`config.mk`:
```
export PLATFORM = sky130hd
export DESIGN_NAME = reset_source_controller
export DESIGN_NICKNAME = d
export VERILOG_FILES = /design/src/inc/rst_ctrl_pkg.sv /design/src/rtl/reset_source_controller.sv
export SDC_FILE = /design/constraint.sdc
export NUM_CORES = 1
export LEC_CHECK = 0
export BUFFER_PORTS_ARGS = -buffer_cell sky130_fd_sc_hd__buf_2
export CORE_UTILIZATION = 50
export DETAILED_ROUTE_END_ITERATION = 6
export PLACE_DENSITY = 0.77
export RECOVER_POWER = 100
export SKIP_CTS_REPAIR_TIMING = 1
export SKIP_LAST_GASP = 1
export SLEW_MARGIN = 10
export SYNTH_ARGS = -nofsm -noshare
export SYNTH_HDL_FRONTEND = slang
export SYNTH_SLANG_ARGS = --single-unit
export TNS_END_PERCENT = 20
```
`constraint.sdc`:
```
create_clock -name ref_clk -period 2.25 [get_ports ref_clk]
set_input_delay 0.225 -clock ref_clk [delete_from_list [all_inputs] [get_ports ref_clk]]
set_output_delay 0.225 -clock ref_clk [all_outputs]
set_load 0.005 [all_outputs]
```
`src/inc/rst_ctrl_pkg.sv`:
```
// Behaviour
// - Six reset origins are accepted
// - Power-on resets core, peripherals and test port
// - Pin reset spares test port state
// - Set-then-clear peripheral bit resets that peripheral
// - Peripheral reset drives all its domain resets
// - Sticky cause flag set for each reset
// - Pin reset clears all other cause flags
// - Pin and power-on use main oscillator
// - Power-on holds reset until detector inactive
// - Power-on detector only on first power-up
// - Release fetches stack pointer, counter, instruction
// - Brown-out reset disabled until software enables
// - Brown-out resets when enable set, or after resample when resample bit set
// - Resample after delay, drop if gone
// - Persistent brown-out asserts then releases reset
// - Brown-out condition cleared after 500 us
// - System request resets core, peripherals, not port
// - Second watchdog expiry resets when enabled
// - Regulator fault resets only when enabled
package rst_ctrl_pkg;
   // ==========================================
   // Register map (word addresses, one per 32-bit register)
   localparam logic [3:0] ADDR_CAUSE = 4'h0;
   localparam logic [3:0] ADDR_SUPPLY = 4'h1;
   localparam logic [3:0] ADDR_PERIPH = 4'h2;
   localparam logic [3:0] ADDR_CORE = 4'h3;
   localparam logic [3:0] ADDR_STATUS = 4'h4;
   // Cause flag positions
   localparam int CAUSE_PIN = 0;
   localparam int CAUSE_POR = 1;
   localparam int CAUSE_BOR = 2;
   localparam int CAUSE_WDT = 3;
   localparam int CAUSE_SW = 4;
   localparam int CAUSE_REG = 5;
   localparam int NUM_CAUSE = 6;
   // Supply control fields
   localparam int SUP_BOR_EN = 0;
   localparam int SUP_RESAMP = 1;
   localparam int SUP_REG_EN = 2;
   localparam int SUP_DLY_LSB = 8;
   localparam int DLY_W = 16;
   localparam logic [31:0] SUPPLY_RESET = 32'h0000_0000;
   localparam int CORE_SYSREQ = 2;
   localparam int NUM_PERIPH = 32;
   // ==========================================
   // Timing
   localparam int CLK_MHZ = 50;
   localparam int BOR_HOLD_US = 500;
   localparam int BOR_HOLD_CYC = BOR_HOLD_US * CLK_MHZ;
   localparam logic [3:0] RST_PULSE_CYC = 4'h8;
   localparam logic [1:0] BOOT_STEPS = 2'h3;
   typedef enum logic [2:0]
   {
      ST_RUN = 3'b000,
      ST_HOLD = 3'b001,
      ST_SP = 3'b010,
      ST_PC = 3'b011,
      ST_INSN = 3'b100
   } seq_state_t;
endpackage

```
`src/rtl/reset_source_controller.sv`:
```
`timescale 1ns/1ps
module reset_source_controller #(
   parameter int BOR_HOLD = rst_ctrl_pkg::BOR_HOLD_CYC // Brown-out hold cycles
)(
   input wire logic ref_clk, // 50 MHz main oscillator clock
   input wire logic rstn, // Async reset
   input wire logic clk_en, // Freezes all state when low
   input wire logic ext_rst_n, // External reset pin, low active
   input wire logic por_det, // Power-on detector active
   input wire logic bor_det, // Brown-out detector level
   input wire logic wdt_expire2, // Second watchdog expiry, pulse
   input wire logic wdt_rst_en, // Watchdog reset enabled
   input wire logic reg_fault, // Regulator unregulated
   input wire logic [3:0] avs_address, // Word address
   input wire logic avs_read, // Read strobe
   input wire logic avs_write, // Write strobe
   input wire logic [31:0] avs_writedata, // Write data
   output logic [31:0] avs_readdata, // Read data
   output logic avs_waitrequest, // Stall
   output logic core_rst, // Core reset
   output logic tap_rst, // Test port controller reset
   output logic tap_pin_cfg_rst, // Test port pin config reset
   output logic periph_rst_all, // Global peripheral reset
   output logic [31:0] periph_rst, // Per-peripheral reset
   output logic [1:0] boot_fetch, // 1 SP, 2 PC, 3 instruction
   output logic core_run // Core executing
);
   // ==========================================
   // Source decode
   logic [31:0] supply_q, periph_q, prev_periph_q;
   logic [5:0] cause_q;
   logic [31:0] bor_cnt_q;
   logic [15:0] rs_cnt_q;
   logic bor_cond_q, rs_busy_q, ack_q, sysreq_q, por_seen_q;
   rst_ctrl_pkg::seq_state_t st_q, st_d;
   wire por_ev = por_det && !por_seen_q;
   wire pin_ev = !ext_rst_n;
   wire bor_en = supply_q[rst_ctrl_pkg::SUP_BOR_EN];
   wire bor_new = bor_det && !bor_cond_q;
   wire bor_ev = bor_en ? bor_new : (rs_busy_q && rs_cnt_q == 16'h0 && bor_det);
   wire wdt_ev = wdt_expire2 && wdt_rst_en;
   wire reg_ev = reg_fault && supply_q[rst_ctrl_pkg::SUP_REG_EN];
   wire sw_ev = sysreq_q;
   wire any_int = pin_ev || por_det || bor_ev || wdt_ev || reg_ev || sw_ev;
   wire acc = (avs_read || avs_write) && !ack_q;
   // Write lands on the edge where the master sees waitrequest low
   wire wr = avs_write && ack_q;
   wire [5:0] ev_vec = {reg_ev, sw_ev, wdt_ev, bor_ev, por_ev, pin_ev};
   // Pulse on falling edge of a soft bit
   wire [31:0] soft_pulse = prev_periph_q & ~periph_q;

   always_comb
   begin
      st_d = st_q;
      case (st_q)
         rst_ctrl_pkg::ST_RUN: if (any_int) st_d = rst_ctrl_pkg::ST_HOLD;
         rst_ctrl_pkg::ST_HOLD: if (!any_int && !pin_ev && !por_det) st_d = rst_ctrl_pkg::ST_SP;
         rst_ctrl_pkg::ST_SP: st_d = rst_ctrl_pkg::ST_PC;
         rst_ctrl_pkg::ST_PC: st_d = rst_ctrl_pkg::ST_INSN;
         rst_ctrl_pkg::ST_INSN: st_d = rst_ctrl_pkg::ST_RUN;
         default: st_d = rst_ctrl_pkg::ST_RUN;
      endcase
      if (any_int) st_d = rst_ctrl_pkg::ST_HOLD;
   end

   // ==========================================
   // Registers and sequencing
   always_ff @(posedge ref_clk or negedge rstn)
   begin
      if (!rstn)
      begin
         supply_q <= rst_ctrl_pkg::SUPPLY_RESET;
         periph_q <= 32'h0000_0000;
         prev_periph_q <= 32'h0000_0000;
         cause_q <= 6'h00;
         bor_cond_q <= 1'b0;
         bor_cnt_q <= 32'h0000_0000;
         rs_busy_q <= 1'b0;
         rs_cnt_q <= 16'h0000;
         ack_q <= 1'b0;
         sysreq_q <= 1'b0;
         por_seen_q <= 1'b0;
         st_q <= rst_ctrl_pkg::ST_HOLD;
      end
      else if (clk_en)
      begin
         st_q <= st_d;
         ack_q <= acc;
         prev_periph_q <= periph_q;
         if (por_det) por_seen_q <= 1'b1;
         sysreq_q <= wr && avs_address == rst_ctrl_pkg::ADDR_CORE && avs_writedata[rst_ctrl_pkg::CORE_SYSREQ];
         // Sticky causes; pin wipes the rest
         if (pin_ev) cause_q <= 6'h01;
         else if (wr && avs_address == rst_ctrl_pkg::ADDR_CAUSE) cause_q <= (cause_q & ~avs_writedata[5:0]) | ev_vec;
         else cause_q <= cause_q | ev_vec;
         if (wr && avs_address == rst_ctrl_pkg::ADDR_SUPPLY) supply_q <= avs_writedata;
         if (wr && avs_address == rst_ctrl_pkg::ADDR_PERIPH) periph_q <= avs_writedata;
         // Brown-out latch, held 500 us to stop re-trigger
         if (bor_cond_q)
         begin
            if (bor_cnt_q >= 32'(BOR_HOLD - 1)) bor_cond_q <= 1'b0;
            bor_cnt_q <= bor_cnt_q + 32'h1;
         end
         else if (bor_det)
         begin
            bor_cond_q <= 1'b1;
            bor_cnt_q <= 32'h0;
         end
         // Resample window
         if (bor_new && !bor_en && supply_q[rst_ctrl_pkg::SUP_RESAMP])
         begin
            rs_busy_q <= 1'b1;
            rs_cnt_q <= supply_q[rst_ctrl_pkg::SUP_DLY_LSB +: rst_ctrl_pkg::DLY_W];
         end
         else if (rs_busy_q)
         begin
            if (rs_cnt_q == 16'h0) rs_busy_q <= 1'b0;
            else rs_cnt_q <= rs_cnt_q - 16'h1;
         end
      end
   end

   // ==========================================
   // Registered outputs
   logic [31:0] rd_d;
   always_comb
   begin
      case (avs_address)
         rst_ctrl_pkg::ADDR_CAUSE: rd_d = {26'h0, cause_q};
         rst_ctrl_pkg::ADDR_SUPPLY: rd_d = supply_q;
         rst_ctrl_pkg::ADDR_PERIPH: rd_d = periph_q;
         rst_ctrl_pkg::ADDR_STATUS: rd_d = {28'h0, rs_busy_q, bor_cond_q, st_q == rst_ctrl_pkg::ST_RUN, por_seen_q};
         default: rd_d = 32'h0000_0000;
      endcase
   end

   always_ff @(posedge ref_clk or negedge rstn)
   begin
      if (!rstn)
      begin
         avs_readdata <= 32'h0000_0000;
         avs_waitrequest <= 1'b1;
         core_rst <= 1'b1;
         tap_rst <= 1'b1;
         tap_pin_cfg_rst <= 1'b1;
         periph_rst_all <= 1'b1;
         periph_rst <= 32'hFFFF_FFFF;
         boot_fetch <= 2'h0;
         core_run <= 1'b0;
      end
      else if (clk_en)
      begin
         avs_readdata <= rd_d;
         avs_waitrequest <= !acc;
         core_rst <= st_d == rst_ctrl_pkg::ST_HOLD;
         tap_rst <= por_det;
         tap_pin_cfg_rst <= por_det || pin_ev;
         periph_rst_all <= st_d == rst_ctrl_pkg::ST_HOLD;
         periph_rst <= soft_pulse | {32{st_d == rst_ctrl_pkg::ST_HOLD}};
         boot_fetch <= (st_d == rst_ctrl_pkg::ST_SP) ? 2'h1 : (st_d == rst_ctrl_pkg::ST_PC) ? 2'h2 :
                       (st_d == rst_ctrl_pkg::ST_INSN) ? 2'h3 : 2'h0;
         core_run <= st_d == rst_ctrl_pkg::ST_RUN;
      end
   end

   // ==========================================
   // Checks
   // Every source except brown-out, so brown-out gating can be seen alone
   wire other_src = pin_ev || por_det || wdt_ev || reg_ev || sw_ev;
   wire boot_start = clk_en && st_q == rst_ctrl_pkg::ST_HOLD && st_d == rst_ctrl_pkg::ST_SP;
endmodule // reset_source_controller

```
==> impl_metrics.csv <==
group,metric,value,unit
status,status,"finished with violations",
status,violations,"capacitance limit, slew limit, setup timing",
critical_path,critPathLaunchType,"flip-flop",
sta,setup_viol,2,
floorplan,die-area,0.0216,mm²
critical_path,critPathKind,"flip-flop to flip-flop",
sta,max_freq,442,MHz
power_and_ir_drop,power,0.0107,W
critical_path,cp-end-kind,"flip-flop",
clocking,h-tree-depth,1,
routing,drt-pass1-iter-count,5,
clocking,tritoncts.num_buffers,24,
synth,ys_types,76,
synth,ys_warn_count,0,
grt,grt_pass1_vias,7934,
grt,antenna_found_initial,0,
synth,synthCells,925,
power_and_ir_drop,p_leak,5.75,nW
grt,grt_pass1_wl,42500,µm
sta,holdWs,0.00635,ns
grt,overflow,0,
synth,yosys-top-cells-area,"dfrtp_1, mux2_2, dfstp_2, o2bb2ai_1, nor2_1",
worst_hold_path,hold_depth,3,
critical_path,cp.required,2.65,ns
routing,drt_wl_total,26200,µm
final_layout,drive_above_1_share,30.1,%
placement,port-buffer-count,118,
synth,synth_seq_area_share,55.0,%
clocking,clock-sinks,229,
critical_path,reg2reg_to,"rs_cnt_q[4]",
critical_path,crit_chain,"inv_1 > ha_2 > or4b_4 > o41a_1 > buf_4 > a211oi_1 > nor3_1",
final_layout,num-nets-final,1143,
critical_path,ff2ff_path_depth,7,
grt,grt_max_degree,93,
final_layout,nFillCells,1606,
synth,synthTopCellsByCount,"dfrtp_1, mux2_2, nor2_1, a21oi_1",
critical_path,cp_data_arrival_time,2.66,ns
floorplan,coreArea,0.0204,mm²
synth,ys_ff_latch,229,
critical_path,cp_max_fo,7,
synth,synth_edf_count,0,
routing,drt_iter0_drc,719,
placement,gp_congestion,0.889,
routing,drcViolationCount,0,
floorplan,die_y,147,µm
synth,synth_most_common_cell,"dfrtp_1",
sta,timing.final.crit_period,2.26,ns
critical_path,cp_slowest_cell,"or4b_4",
clocking,clock_path_buffers,3,
floorplan,die_x,147,µm
sta,maxSlewHeadroom,-24.6,%
power_and_ir_drop,power_density,835,mW/mm²
clocking,cts_tree,"yes",
final_layout,layout.cells.non_filler,1383,
sta,setup_ws,-0.0101,ns
run,max_cap_violations,1,
sta,drv_slew,37,
grt,grt_use_total,24.5,%
synth,yosysTopAreaCell,"dfrtp_1",
sta,grt_setup_unrepaired,"true",
synth,netlist_area,0.0105,mm²
critical_path,startpoint,"rs_cnt_q[0]",
sta,finalSetupTns,-0.0159,ns
critical_path,timing.rr.start,"rs_cnt_q[0]",
routing,avgViaCountPerCell,5.96,
placement,placed_cells,1306,
clocking,cts_root_buf,"clkbuf_16",
power_and_ir_drop,ir_worst_vdd,0.564,mV
synth,ys.flop_type,"dfrtp_1",
placement,dp_hpwl,17000,µm
sta,fin_crit_sh,100,%
critical_path,rrSetupSlack,-0.01,ns
floorplan,rows,52,
floorplan,io_pins,119,
clocking,clkTransAtPathRegs,0.06,ns
sta,worst_pin_slew,1.87,ns
synth,postSynth.asyncResetShare,100,%
floorplan,start_util,51.4,%
worst_hold_path,hold_end,"avs_waitrequest",
critical_path,crit_family,"compound AO/OA/AOI/OAI gates",
synth,avgSynthCellArea,11.3,µm²
final_layout,synthToLayoutAreaGrowth,22.1,%
sta,skew,0.0118,ns
worst_hold_path,hp-start,"avs_read",
critical_path,worst_path_largest_cell_delay,0.48,ns
clocking,clock_latency,0.51,ns
critical_path,crit_buf_inv,2,
routing,vias,8241,
synth,synth_top_cell_area_share,45.8,%
routing,avgRoutedWirePerCell,18.9,µm
synth,synth_nets,974,
worst_hold_path,hp-class,"input pin to flip-flop",
routing,final_antenna_net_count,0,
sta,hold_viol,0,
sequential cells by signal (all words and copies together) (netlist names):
name	cells
avs_readdata	32
bor_cnt_q	32
periph_q	32
periph_rst	32
prev_periph_q	32
supply_q	32
rs_cnt_q	16
cause_q	6
st_q	3
boot_fetch	2
ack_q	1
avs_waitrequest	1
bor_cond_q	1
core_run	1
periph_rst_all	1
por_seen_q	1
rs_busy_q	1
sw_ev	1
tap_pin_cfg_rst	1
tap_rst	1
cell usage in the layout, fill, tap and decap left out, types with 11 or more instances in the layout:
| master | n |
|---|---|
| nor4_1 | 17 |
| mux2i_1 | 13 |
| or4_1 | 14 |
| nor2_1 | 72 |
| mux2_2 | 95 |
| a21oi_1 | 50 |
| nand3_1 | 18 |
| o21ai_0 | 16 |
| dfrtp_1 | 192 |
| inv_1 | 15 |
| nand2_1 | 47 |
| nand2b_1 | 41 |
| nand4_1 | 18 |
| dfstp_2 | 22 |
| o2bb2ai_1 | 33 |
| buf_2 | 102 |
| clkbuf_16 | 25 |
| a22oi_1 | 31 |
| nand3b_1 | 13 |
| clkbuf_1 | 26 |
| dfstp_1 | 15 |
| buf_4 | 34 |
| nor3_1 | 11 |
| dlygate4sd3_1 | 31 |
per-layer routing:
layer | track usage [%] | vias up | part of all wire (%) | wire (µm)
met1 | 35.1 | 4155 | 45 | 11700
met5 | 0 | - | 0 | 0
met4 | 5.78 | 0 | 2.2 | 587
met2 | 39.4 | 276 | 48 | 12500
met3 | 3.85 | 48 | 5.2 | 1370
li1 | - | 3762 | - | -
area by class of cell:
type / instances / area [µm²] / share of cell area [%]
repair buffers: 207 / 1270 / 9.91
diodes: 1 / 2.50 / 0.0195
clock buffers: 29 / 661 / 5.16
inverters: 15 / 56.3 / 0.439
well taps: 270 / 338 / 2.64
clock inverters: 15 / 269 / 2.10
flip-flops and latches: 229 / 5780 / 45.1
multi-input cells: 617 / 4440 / 34.7
worst max-delay path by stage:
stage | end | cells past startpoint | slack (ns)
global placement | st_q[1] | 6 | 0.06
CTS | st_q[1] | 6 | -0.03
floorplan | rs_cnt_q[1] | 7 | -0.06
detailed placement | st_q[1] | 6 | -0.004
finish | rs_cnt_q[4] | 7 | -0.01
global route | rs_cnt_q[6] | 7 | -0.07
worst register-to-register path: cells and delay by family (launching register included):
family | cells | cell delay, ns
AO/OA/AOI/OAI | 2 | 0.71
AND/OR/NAND/NOR | 2 | 0.56
flip-flops | 1 | 0.39
buffers and inverters | 2 | 0.26
adder cells (fa/ha/maj) | 1 | 0.22
power breakdown:
| group | switching [W] | leakage [nW] | total [W] | internal (W) |
|---|---|---|---|---|
| clock network | 0.00169 | 0.457 | 0.00460 | 0.00291 |
| registers | 0.000332 | 2.94 | 0.00488 | 0.00455 |
| logic | 0.000617 | 2.35 | 0.00122 | 0.000608 |
| total | 0.00264 | 5.75 | 0.0107 | 0.00807 |
metrics by stage:
stage          util (%)  area, µm²  setup slack (ns)
2_1_floorplan         -      10500           -0.0561
3_3_place_gp       57.4      11700            0.0585
3_5_place_dp       57.4      11700          -0.00357
4_1_cts            62.0      12700           -0.0321
5_1_grt            62.7      12800           -0.0688
6_report           62.7      12800           -0.0101
cells by family after synthesis:
kind of cell	share of synthesized area, %
AO/OA/AOI/OAI	13.8
XOR/XNOR	0.501
adder cells (fa/ha/maj)	0.334
buffers and inverters	3.06
flip-flops	55.0
multiplexers	11.8
AND/OR/NAND/NOR	15.5
Note: power is estimated with default switching activity, not from simulation.
